==> config.mk <==
export PLATFORM = sky130hd
export DESIGN_NAME = cgcr_top
export DESIGN_NICKNAME = d
export VERILOG_FILES = /design/src/inc/cgcr_pkg.sv /design/src/hw/cgcr_pll_apply.sv /design/src/hw/cgcr_req_gate.sv /design/src/hw/cgcr_top.sv
export VERILOG_INCLUDE_DIRS = /design/src /design/src/inc
export SDC_FILE = /design/constraint.sdc
export NUM_CORES = 1
export LEC_CHECK = 0
export ABC_AREA = 1
export BUFFER_PORTS_ARGS = -buffer_cell sky130_fd_sc_hd__buf_2
export CAP_MARGIN = 20
export CORE_UTILIZATION = 60
export CTS_CLUSTER_DIAMETER = 200
export DETAILED_ROUTE_END_ITERATION = 10
export GPL_TIMING_DRIVEN = 0
export PLACE_DENSITY = 0.78
export SLEW_MARGIN = 10
export SYNTH_ARGS = -nofsm -noshare
export SYNTH_HDL_FRONTEND = slang
export SYNTH_HIERARCHICAL = 1
export SYNTH_SLANG_ARGS = --single-unit
==> constraint.sdc <==
create_clock -name clk -period 4.35 [get_ports clk]
set_input_delay 0.87 -clock clk [delete_from_list [all_inputs] [get_ports clk]]
set_output_delay 0.87 -clock clk [all_outputs]
set_load 0.02 [all_outputs]
==> src/inc/cgcr_consts.svh <==
// Named constants of the clock generator configuration register bank.
`ifndef CGCR_CONSTS_SVH
`define CGCR_CONSTS_SVH
`define CGCR_DEV_WR 8'hd2
`define CGCR_DEV_RD 8'hd3
`define CGCR_IDX_IDENT 8'h07
`define CGCR_IDX_MAPA 8'h08
`define CGCR_IDX_DISP 8'h09
`define CGCR_IDX_CNT 8'h0a
`define CGCR_IDX_P1H 8'h0b
`define CGCR_IDX_P1L 8'h0c
`define CGCR_IDX_S1L 8'h0d
`define CGCR_IDX_S1H 8'h0e
`define CGCR_IDX_MAPB 8'h0f
`define CGCR_IDX_SATA 8'h10
`define CGCR_IDX_P2H 8'h11
`define CGCR_IDX_P2L 8'h12
`define CGCR_IDX_S2L 8'h13
`define CGCR_IDX_S2H 8'h14
`define CGCR_IDENT_CODE 8'ha5
`define CGCR_RST_MAPA 8'h3c
`define CGCR_RST_MAPB 8'h00
`define CGCR_RST_DISP 8'h76
`define CGCR_RST_CNT 8'h15
`define CGCR_RST_SATA 8'h9d
`define CGCR_RST_SPREAD 8'h00
`define CGCR_ROM_P1H 8'h00
`define CGCR_ROM_P1L 8'h00
`define CGCR_ROM_P2H 8'h00
`define CGCR_ROM_P2L 8'h00
`define CGCR_WMASK_DISP 8'hf7
`define CGCR_WMASK_SSH1 8'h7f
`define CGCR_WMASK_P2L 8'h7f
`define CGCR_CNT_MASK 8'h1f
`define CGCR_LAST_BIT 3'h7
`define CGCR_PH_INDEX 2'h0
`define CGCR_PH_COUNT 2'h1
`define CGCR_PH_DATA 2'h2
`define CGCR_DISP_SS_MSB 7
`define CGCR_DISP_SS_LSB 4
`define CGCR_DISP_STRAP 3
`define CGCR_DISP_REF0 2
`define CGCR_DISP_SSEN 1
`define CGCR_DISP_PROG 0
`define CGCR_SATA_SEL 7
`define CGCR_SATA_SRC 6
`define CGCR_SATA_PCIE 5
`define CGCR_SATA_SSEN 4
`define CGCR_SATA_SS_MSB 3
`define CGCR_SATA_SS_LSB 2
`define CGCR_SATA_PCI 1
`define CGCR_SS_HI_MSB 6
`define CGCR_N8_BIT 7
`define CGCR_N9_BIT 6
`define CGCR_M_MSB 5
`define CGCR_MAP_HI 7
`define CGCR_MAP_MID 6
`define CGCR_MAP_B5 5
`define CGCR_MAP_LO1 1
`define CGCR_MAP_LO0 0
`define CGCR_LINK_EN_RST 9'h1ff
`endif

==> src/inc/cgcr_pkg.sv <==
// Types of the clock generator configuration register bank.
`default_nettype none
package cgcr_pkg;
   typedef enum logic [2:0] {
      S_IDLE = 3'b000,
      S_ADDR = 3'b001,
      S_RECV = 3'b010,
      S_ACK = 3'b011,
      S_SEND = 3'b100,
      S_MACK = 3'b101
   } cgcr_st_t;
   typedef struct packed {
      cgcr_st_t st;
      logic scl_q, sda_q, byte_done, is_read, nack;
      logic sda_oe_n, sda_out, straps_done;
      logic [7:0] sh;
      logic [2:0] bitcnt;
      logic [1:0] phase;
      logic [7:0] ptr;
      logic [7:0] map_a, disp, cnt, p1h, p1l, s1l, s1h;
      logic [7:0] map_b, sata, p2h, p2l, s2l, s2h;
      logic wr_p1h, wr_p1l, wr_p2h, wr_p2l;
   } cgcr_top_t;
   typedef struct packed {
      logic [9:0] n;
      logic [5:0] m;
      logic hi_seen, lo_seen;
   } cgcr_pll_t;
   typedef struct packed {
      logic [8:0] en;
   } cgcr_gate_t;
endpackage : cgcr_pkg
`default_nettype wire

==> src/hw/cgcr_pll_apply.sv <==
// Divider staging for one PLL: both bytes must arrive before the PLL sees them.
`timescale 1ns/1ps
`default_nettype none
`include "cgcr_consts.svh"
module cgcr_pll_apply #(
   parameter logic [7:0] RST_HI = 8'h00,
   parameter logic [7:0] RST_LO = 8'h00
) (
   input wire logic clk,
   input wire logic resetn,
   input wire logic [7:0] div_hi,
   input wire logic [7:0] div_lo,
   input wire logic wr_hi,
   input wire logic wr_lo,
   input wire logic prog_en,
   output logic [9:0] fb_div,
   output logic [5:0] in_div
);
   cgcr_pkg::cgcr_pll_t r;
   cgcr_pkg::cgcr_pll_t next_r;

   always_comb begin
      next_r = r;
      if (wr_hi) begin
         next_r.hi_seen = 1'b1;
      end
      if (wr_lo) begin
         next_r.lo_seen = 1'b1;
      end
      // A half-written pair is held back so the VCO never sees a mixed setting.
      if (prog_en && r.hi_seen && r.lo_seen) begin
         next_r.n = {div_hi[`CGCR_N9_BIT], div_hi[`CGCR_N8_BIT], div_lo};
         next_r.m = div_hi[`CGCR_M_MSB:0];
         next_r.hi_seen = wr_hi;
         next_r.lo_seen = wr_lo;
      end
      if (!resetn) begin
         next_r.n = {RST_HI[`CGCR_N9_BIT], RST_HI[`CGCR_N8_BIT], RST_LO};
         next_r.m = RST_HI[`CGCR_M_MSB:0];
         next_r.hi_seen = 1'b0;
         next_r.lo_seen = 1'b0;
      end
   end

   always_ff @(posedge clk) begin
      r <= next_r;
   end

   assign fb_div = r.n;
   assign in_div = r.m;
endmodule : cgcr_pll_apply
`default_nettype wire

==> src/hw/cgcr_req_gate.sv <==
// Gating of the serial-link clock outputs by the clock request inputs.
`timescale 1ns/1ps
`default_nettype none
`include "cgcr_consts.svh"
module cgcr_req_gate (
   input wire logic clk,
   input wire logic resetn,
   input wire logic [7:0] map_a,
   input wire logic [7:0] map_b,
   input wire logic req1_n,
   input wire logic req2_n,
   input wire logic req3_n,
   input wire logic req4_n,
   output logic [8:0] link_en
);
   cgcr_pkg::cgcr_gate_t r;
   cgcr_pkg::cgcr_gate_t next_r;

   // An output is stopped only when it is mapped and its request is released.
   always_comb begin
      next_r.en[8] = ~(map_a[`CGCR_MAP_HI] & req2_n);
      next_r.en[1] = ~(map_a[`CGCR_MAP_MID] & req2_n);
      next_r.en[6] = ~(map_a[`CGCR_MAP_LO1] & req1_n);
      next_r.en[0] = ~(map_a[`CGCR_MAP_LO0] & req1_n);
      next_r.en[7] = ~(map_b[`CGCR_MAP_HI] & req4_n);
      next_r.en[5] = ~(map_b[`CGCR_MAP_MID] & req4_n);
      next_r.en[3] = ~(map_b[`CGCR_MAP_B5] & req4_n);
      next_r.en[4] = ~(map_b[`CGCR_MAP_LO1] & req3_n);
      next_r.en[2] = ~(map_b[`CGCR_MAP_LO0] & req3_n);
      if (!resetn) begin
         next_r.en = `CGCR_LINK_EN_RST;
      end
   end

   always_ff @(posedge clk) begin
      r <= next_r;
   end

   assign link_en = r.en;
endmodule : cgcr_req_gate
`default_nettype wire

==> src/hw/cgcr_top.sv <==
// Configuration register bank with its two-wire serial slave.
`timescale 1ns/1ps
`default_nettype none
`include "cgcr_consts.svh"
module cgcr_top #(
   parameter logic [7:0] IDENT_CODE = `CGCR_IDENT_CODE // Value is arbitrary.
) (
   input wire logic clk,
   input wire logic resetn,
   input wire logic scl_in,
   input wire logic sda_in,
   output logic sda_out,
   output logic sda_oe_n,
   input wire logic clk_request_in_1_n,
   input wire logic clk_request_in_2_n,
   input wire logic clk_request_in_3_n,
   input wire logic clk_request_in_4_n,
   input wire logic shared_pair_strap,
   input wire logic shared_pair_source_strap,
   output logic [8:0] serial_link_clk_en,
   output logic [3:0] display_spread_sel,
   output logic shared_pair_link_sel,
   output logic ref0_enable,
   output logic display_spread_en,
   output logic pll_prog_enable,
   output logic [9:0] pll1_n,
   output logic [5:0] pll1_m,
   output logic [14:0] pll1_spread,
   output logic [9:0] pll2_n,
   output logic [5:0] pll2_m,
   output logic [14:0] pll2_spread,
   output logic sata_pll_select,
   output logic shared_pair_source_sel,
   output logic pcie_src_sata,
   output logic sata_spread_en,
   output logic [1:0] sata_spread_sel,
   output logic pci_src_sata
);
   cgcr_pkg::cgcr_top_t r;
   cgcr_pkg::cgcr_top_t next_r;
   logic scl_rise;
   logic scl_fall;
   logic start_seen;
   logic stop_seen;

   assign scl_rise = scl_in & ~r.scl_q;
   assign scl_fall = ~scl_in & r.scl_q;
   assign start_seen = scl_in & r.scl_q & r.sda_q & ~sda_in;
   assign stop_seen = scl_in & r.scl_q & ~r.sda_q & sda_in;

   function automatic logic [7:0] wmask(
      input logic [7:0] old_v,
      input logic [7:0] new_v,
      input logic [7:0] mask
   );
      wmask = (old_v & ~mask) | (new_v & mask);
   endfunction : wmask

   // Indexes outside the bank read as zero.
   function automatic logic [7:0] rd_byte(
      input cgcr_pkg::cgcr_top_t s,
      input logic [7:0] idx
   );
      case (idx)
         `CGCR_IDX_IDENT: rd_byte = IDENT_CODE;
         `CGCR_IDX_MAPA: rd_byte = s.map_a;
         `CGCR_IDX_DISP: rd_byte = s.disp;
         `CGCR_IDX_CNT: rd_byte = s.cnt;
         `CGCR_IDX_P1H: rd_byte = s.p1h;
         `CGCR_IDX_P1L: rd_byte = s.p1l;
         `CGCR_IDX_S1L: rd_byte = s.s1l;
         `CGCR_IDX_S1H: rd_byte = s.s1h;
         `CGCR_IDX_MAPB: rd_byte = s.map_b;
         `CGCR_IDX_SATA: rd_byte = s.sata;
         `CGCR_IDX_P2H: rd_byte = s.p2h;
         `CGCR_IDX_P2L: rd_byte = s.p2l;
         `CGCR_IDX_S2L: rd_byte = s.s2l;
         `CGCR_IDX_S2H: rd_byte = s.s2h;
         default: rd_byte = 8'h00;
      endcase
   endfunction : rd_byte

   always_comb begin
      logic load;
      logic wr;
      logic [7:0] tx;
      load = 1'b0;
      wr = 1'b0;
      tx = 8'h00;
      next_r = r;
      next_r.scl_q = scl_in;
      next_r.sda_q = sda_in;
      next_r.wr_p1h = 1'b0;
      next_r.wr_p1l = 1'b0;
      next_r.wr_p2h = 1'b0;
      next_r.wr_p2l = 1'b0;
      // Straps are caught once, on the first edge after reset is released.
      if (!r.straps_done) begin
         next_r.disp[`CGCR_DISP_STRAP] = shared_pair_strap;
         next_r.sata[`CGCR_SATA_SRC] = shared_pair_source_strap;
         next_r.straps_done = 1'b1;
      end
      if ((r.st == cgcr_pkg::S_ADDR || r.st == cgcr_pkg::S_RECV) && scl_rise) begin
         next_r.sh = {r.sh[6:0], sda_in};
         next_r.bitcnt = r.bitcnt + 3'h1;
         next_r.byte_done = (r.bitcnt == `CGCR_LAST_BIT);
      end
      if (start_seen) begin
         next_r.st = cgcr_pkg::S_ADDR;
         next_r.bitcnt = 3'h0;
         next_r.byte_done = 1'b0;
         next_r.sda_oe_n = 1'b1;
      end else if (stop_seen) begin
         next_r.st = cgcr_pkg::S_IDLE;
         next_r.sda_oe_n = 1'b1;
      end else begin
         unique case (r.st)
            cgcr_pkg::S_IDLE: begin
               next_r.sda_oe_n = 1'b1;
            end
            cgcr_pkg::S_ADDR: begin
               if (scl_fall && r.byte_done) begin
                  next_r.byte_done = 1'b0;
                  next_r.phase = `CGCR_PH_INDEX;
                  if (r.sh == `CGCR_DEV_WR || r.sh == `CGCR_DEV_RD) begin
                     next_r.is_read = (r.sh == `CGCR_DEV_RD);
                     next_r.sda_oe_n = 1'b0;
                     next_r.st = cgcr_pkg::S_ACK;
                  end else begin
                     next_r.st = cgcr_pkg::S_IDLE;
                  end
               end
            end
            cgcr_pkg::S_RECV: begin
               if (scl_fall && r.byte_done) begin
                  next_r.byte_done = 1'b0;
                  next_r.sda_oe_n = 1'b0;
                  next_r.st = cgcr_pkg::S_ACK;
                  if (r.phase == `CGCR_PH_INDEX) begin
                     next_r.ptr = r.sh;
                     next_r.phase = `CGCR_PH_COUNT;
                  end else if (r.phase == `CGCR_PH_COUNT) begin
                     next_r.phase = `CGCR_PH_DATA;
                  end else begin
                     wr = 1'b1;
                  end
               end
            end
            cgcr_pkg::S_ACK: begin
               if (scl_fall) begin
                  next_r.sda_oe_n = 1'b1;
                  next_r.bitcnt = 3'h0;
                  if (r.is_read) begin
                     load = 1'b1;
                  end else begin
                     next_r.st = cgcr_pkg::S_RECV;
                  end
               end
            end
            cgcr_pkg::S_SEND: begin
               if (scl_fall) begin
                  if (r.bitcnt == `CGCR_LAST_BIT) begin
                     next_r.sda_oe_n = 1'b1;
                     next_r.st = cgcr_pkg::S_MACK;
                  end else begin
                     next_r.sh = {r.sh[6:0], 1'b0};
                     next_r.sda_oe_n = r.sh[6];
                     next_r.bitcnt = r.bitcnt + 3'h1;
                  end
               end
            end
            cgcr_pkg::S_MACK: begin
               if (scl_rise) begin
                  next_r.nack = sda_in;
               end else if (scl_fall) begin
                  if (r.nack) begin
                     next_r.st = cgcr_pkg::S_IDLE;
                  end else begin
                     next_r.bitcnt = 3'h0;
                     load = 1'b1;
                  end
               end
            end
            default: begin
               next_r.st = cgcr_pkg::S_IDLE;
               next_r.sda_oe_n = 1'b1;
            end
         endcase
      end
      // The count goes out first, then bytes from the written index onward.
      if (load) begin
         if (r.phase == `CGCR_PH_INDEX) begin
            tx = r.cnt & `CGCR_CNT_MASK;
            next_r.phase = `CGCR_PH_DATA;
         end else begin
            tx = rd_byte(r, r.ptr);
            next_r.ptr = r.ptr + 8'h01;
         end
         next_r.sh = tx;
         next_r.sda_oe_n = tx[7];
         next_r.st = cgcr_pkg::S_SEND;
      end
      if (wr) begin
         next_r.ptr = r.ptr + 8'h01;
         case (r.ptr)
            `CGCR_IDX_MAPA: next_r.map_a = r.sh;
            `CGCR_IDX_DISP: next_r.disp = wmask(r.disp, r.sh, `CGCR_WMASK_DISP);
            `CGCR_IDX_CNT: next_r.cnt = r.sh;
            `CGCR_IDX_P1H: begin
               next_r.p1h = r.sh;
               next_r.wr_p1h = 1'b1;
            end
            `CGCR_IDX_P1L: begin
               next_r.p1l = r.sh;
               next_r.wr_p1l = 1'b1;
            end
            `CGCR_IDX_S1L: next_r.s1l = r.sh;
            `CGCR_IDX_S1H: next_r.s1h = wmask(r.s1h, r.sh, `CGCR_WMASK_SSH1);
            `CGCR_IDX_MAPB: next_r.map_b = r.sh;
            `CGCR_IDX_SATA: next_r.sata = r.sh;
            `CGCR_IDX_P2H: begin
               next_r.p2h = r.sh;
               next_r.wr_p2h = 1'b1;
            end
            `CGCR_IDX_P2L: begin
               next_r.p2l = wmask(r.p2l, r.sh, `CGCR_WMASK_P2L);
               next_r.wr_p2l = 1'b1;
            end
            `CGCR_IDX_S2L: next_r.s2l = r.sh;
            `CGCR_IDX_S2H: next_r.s2h = r.sh;
            default: begin
            end
         endcase
      end
      if (!resetn) begin
         next_r = '0;
         next_r.st = cgcr_pkg::S_IDLE;
         next_r.scl_q = 1'b1;
         next_r.sda_q = 1'b1;
         next_r.sda_oe_n = 1'b1;
         next_r.map_a = `CGCR_RST_MAPA;
         next_r.map_b = `CGCR_RST_MAPB;
         next_r.disp = `CGCR_RST_DISP;
         next_r.cnt = `CGCR_RST_CNT;
         next_r.sata = `CGCR_RST_SATA;
         next_r.p1h = `CGCR_ROM_P1H;
         next_r.p1l = `CGCR_ROM_P1L;
         next_r.p2h = `CGCR_ROM_P2H;
         next_r.p2l = `CGCR_ROM_P2L;
         next_r.s1l = `CGCR_RST_SPREAD;
         next_r.s1h = `CGCR_RST_SPREAD;
         next_r.s2l = `CGCR_RST_SPREAD;
         next_r.s2h = `CGCR_RST_SPREAD;
      end
   end

   always_ff @(posedge clk) begin
      r <= next_r;
   end

   cgcr_req_gate u_gate (
      .clk(clk),
      .resetn(resetn),
      .map_a(r.map_a),
      .map_b(r.map_b),
      .req1_n(clk_request_in_1_n),
      .req2_n(clk_request_in_2_n),
      .req3_n(clk_request_in_3_n),
      .req4_n(clk_request_in_4_n),
      .link_en(serial_link_clk_en)
   );

   cgcr_pll_apply #(
      .RST_HI(`CGCR_ROM_P1H),
      .RST_LO(`CGCR_ROM_P1L)
   ) u_pll1 (
      .clk(clk),
      .resetn(resetn),
      .div_hi(r.p1h),
      .div_lo(r.p1l),
      .wr_hi(r.wr_p1h),
      .wr_lo(r.wr_p1l),
      .prog_en(r.disp[`CGCR_DISP_PROG]),
      .fb_div(pll1_n),
      .in_div(pll1_m)
   );

   // The second PLL shares the divider layout of the first.
   cgcr_pll_apply #(
      .RST_HI(`CGCR_ROM_P2H),
      .RST_LO(`CGCR_ROM_P2L)
   ) u_pll2 (
      .clk(clk),
      .resetn(resetn),
      .div_hi(r.p2h),
      .div_lo(r.p2l),
      .wr_hi(r.wr_p2h),
      .wr_lo(r.wr_p2l),
      .prog_en(r.disp[`CGCR_DISP_PROG]),
      .fb_div(pll2_n),
      .in_div(pll2_m)
   );

   assign sda_out = r.sda_out;
   assign sda_oe_n = r.sda_oe_n;
   assign display_spread_sel = r.disp[`CGCR_DISP_SS_MSB:`CGCR_DISP_SS_LSB];
   assign shared_pair_link_sel = r.disp[`CGCR_DISP_STRAP];
   assign ref0_enable = r.disp[`CGCR_DISP_REF0];
   assign display_spread_en = r.disp[`CGCR_DISP_SSEN];
   assign pll_prog_enable = r.disp[`CGCR_DISP_PROG];
   assign pll1_spread = {r.s1h[`CGCR_SS_HI_MSB:0], r.s1l};
   assign pll2_spread = {r.s2h[`CGCR_SS_HI_MSB:0], r.s2l};
   assign sata_pll_select = r.sata[`CGCR_SATA_SEL];
   assign shared_pair_source_sel = r.sata[`CGCR_SATA_SRC];
   assign pcie_src_sata = r.sata[`CGCR_SATA_PCIE];
   assign sata_spread_en = r.sata[`CGCR_SATA_SSEN];
   assign sata_spread_sel = r.sata[`CGCR_SATA_SS_MSB:`CGCR_SATA_SS_LSB];
   assign pci_src_sata = r.sata[`CGCR_SATA_PCI];
endmodule : cgcr_top
`default_nettype wire

==> results by group <==
Placement
  • Routability congestion estimate: roughly 0.94
  • # port buffers: 96
  • HPWL after detailed placement: between 15000 and 20000 um

Setup path
  • CP Data Arrival Time: 2.53 ns
  • Worst path most repeated cell: nand2_1
  • CP Class: flip-flop to flip-flop
  • Critical Path End Type: flip-flop
  • Required @ worst endpoint: between 4 and 5 ns
  • Critical path peak fanout: 5
  • Slowest-stage cell, CP: dfxtp_1
  • Startpoint types: flip-flop
  • CP Cell Sequence: inv_1 -> ha_1 -> inv_1 -> nor2_1 -> nand2_1 -> inv_1 -> nand2_1 -> nand2_1 -> nor2_1 -> nand2_1 -> nor2_1 -> o21ai_2
  • Largest stage delay, worst path: around 0.40 ns

Synth
  • Multiplexer share of the synthesized area: less than 1%
  • Area fraction in compound gates after synthesis: 16.24%
  • Main combinational cell family by area after synthesis: simple AND/OR/NAND/NOR gates
  • Async SR Flop Fraction: 0%
  • Post-synth EDFFs: 0
  • Yosys reg bits: about 180
  • Simple-gate share of the synthesized area: around 27%
  • Mapped Avg Cell Area: 7.320 um^2
  • Sequential area share after synthesis: between 40% and 50%
  • Cells after Synth: roughly 1200
  • Synth Warn #: 6
  • Post-synthesis adder-cell area fraction: 1.117%
  • Unique masters post-synth: just over 40
  • Cell area after synthesis: ~9000 um^2
  • Ys flop type: dfxtp_1
  • Post-Synth XOR/XNOR Area: less than 1%

Timing
  • Worst relative slew slack: a little under two fifths
  • Final setup viols: 0
  • RSZ-0062 raised after global routing: false
  • Period utilisation layout: roughly 50%
  • Final Hold Fails: 0
  • Clk_skew: 0.008404 ns
  • Worst slew pin tran: ~0.94 ns
  • Min Tclk post-route: 2.209 ns
  • Max-slew violations: 0
  • Final TNS setup: 0 ns
  • F_max: about 450 MHz

Floorplanning
  • Initial Utilization: 61.65%
  • Core area: around 15000 um^2
  • Die ar.: ~15000 um^2
  • Total number of placement rows: 44
  • Die height: 124.2 um
  • Width of the die: about 120 um
  • IO Pins: slightly below 100

Clocking
  • CTS tree: built
  • Clock Latency Late Sink: 0.44 ns
  • CTS Buf Count: 17
  • CTS root buffer: clkbuf_16
  • Clock tree buffer depth: 2
  • H-tree Lvls: 4
  • Setup repair bufs after CTS: 0
  • Cts hold-fix bufs: 0
  • Clk sinks: roughly 180
  • Cts repair resizes: 0
  • Worst-path clk slew: about 0.07 ns

Final layout
  • Nets: roughly 1400
  • Area delta synth->final: 14.10%
  • Commonest non-fill, non-tap cell in the layout: nand2_1
  • Share of layout cells above drive strength 1: 21.70%
  • Fillers: 1281
  • Commonest cells after routing, fill and taps aside: nand2_1, dfxtp_1, nor2_1
  • # diodes: 0

Global routing
  • Number of global-route vias before repair: 7616
  • Antenna violations before repair: 0
  • First-pass GRT wire length: ~40000 um
  • Grt ovf: 0
  • Pin count of the biggest net entering global routing: 17
  • Global-route total usage across every layer: 32.94%

Min path
  • Hold Path Class: flip-flop to flip-flop

Power
  • Maximum VDD drop: 255.3 uV
  • Total Power: between 0.003 and 0.004 W
  • Leak: about 5.3 nW
  • PwrDens: ~360 nW/um^2

Run
  • MaxCap Viol Count: 0

Outcome
  • Status: complete, no violations

Drt
  • Vias: between 8000 and 9000
  • Detailed Routing Iterations Pass 1: 5
  • Detailed Route WL: ~26000 um
  • DRC violations left: 0
  • DR iter-0 viols: between 900 and 1000
  • ANT nets after route: 0
  • Vias per inst: roughly 5.5
  • WL/cell: around 17 um
-- per-stage QoR --
stage | utilization (%) | instance area [um^2] | hold WS, ns | std cells | worst slack, ns
after floorplan | - | 8964 | 0.3777 | 1225 | 2.359
after global placement | 66.56 | 9674 | 0.4055 | 1505 | 1.819
after detailed placement | 66.56 | 9674 | 0.4112 | 1505 | 1.836
after CTS | 70.34 | 10220 | 0.4298 | 1534 | 2.159
after global routing | 70.34 | 10220 | 0.4375 | 1534 | 2.053
final | 70.34 | 10220 | 0.4209 | 1534 | 2.141
-- worst paths after layout --
path              slack, ns  cells past startpoint               start                           end
setup reg to reg       2.14                     12   r[108]$_SDFF_PN0_             r[126]$_SDFF_PN0_
hold reg to reg        0.42                      1  r[51]$_SDFFE_PN0P_  u_gate/link_en[7]$_SDFF_PN1_
hold / removal         0.42                      1  r[51]$_SDFFE_PN0P_  u_gate/link_en[7]$_SDFF_PN1_
setup / recovery       2.14                     12   r[108]$_SDFF_PN0_             r[126]$_SDFF_PN0_
-- layout make-up --
type / instances / area, um^2 / area share, %
plain buffers: 123 / 875.8 / 8.567
clock buffers: 17 / 425.4 / 4.161
clock inverters: 12 / 123.9 / 1.212
inverters: 107 / 407.9 / 3.990
multi-input cells: 813 / 4036 / 39.48
flip-flops and latches: 182 / 3643 / 35.64
well taps: 184 / 230.2 / 2.252
repair buffers: 96 / 480.5 / 4.700
-- synth_stat cells, types with 12 or more instances --
cell type	instances	area, um^2
nand2_2	17	106.4
inv_2	12	45.04
dfxtp_1	182	3643
clkbuf_1	22	82.58
o21ai_0	108	540.5
o211ai_1	22	165.2
a21oi_1	120	600.6
buf_2	12	60.06
inv_1	90	337.8
nor2_1	130	488.0
nand2_1	267	1002
buf_4	74	555.5
buf_6	14	157.7
nand3_1	55	275.3
-- critical path, delay by kind of cell (launching register included) --
family / cells / cell delay (ns)
DFF: 1 / 0.40
buffers and inverters: 3 / 0.44
adders and majority gates: 1 / 0.25
AOI/OAI and AO/OA: 1 / 0.09
and+or+nand+nor: 7 / 0.91
-- cell families (layout without fill, tap and decap cells) --
group                    after synthesis  after routing
AND/OR/NAND/NOR                      524            524
AO/OA/AOI/OAI                        272            272
buffers and inverters                230            355
flip-flops                           182            182
adder cells (fa/ha/maj)                8              8
XOR/XNOR                               6              6
other                                  1              2
multiplexers                           1              1
-- layer usage --
layer  GRT usage (%)  wire [um]  part of all wire [%]
met3           5.043       2293                   8.9
met2           51.41      11610                    45
met5               0          0                     0
met4           16.02        832                   3.2
met1           44.43      10920                    43
-- flip-flops by register name (all words and copies together), names as in the netlist, 2 cells and up --
| register | flops |
|---|---|
| display_spread_sel | 4 |
| pll1_spread | 15 |
| pll2_spread | 15 |
| r | 91 |
| sata_spread_sel | 2 |
| u_gate/link_en | 9 |
| u_pll1/fb_div | 10 |
| u_pll1/in_div | 6 |
| u_pll1/r | 2 |
| u_pll2/fb_div | 10 |
| u_pll2/in_div | 6 |
| u_pll2/r | 2 |
-- report_power, final --
group / internal (W) / switching (W) / leakage [nW]
Combinational: 0.000125 / 0.000379 / 3.57
Sequential: 0.00170 / 0.0000355 / 1.47
Clock: 0.000789 / 0.000693 / 0.256
Power figures use the tool's default switching activity.
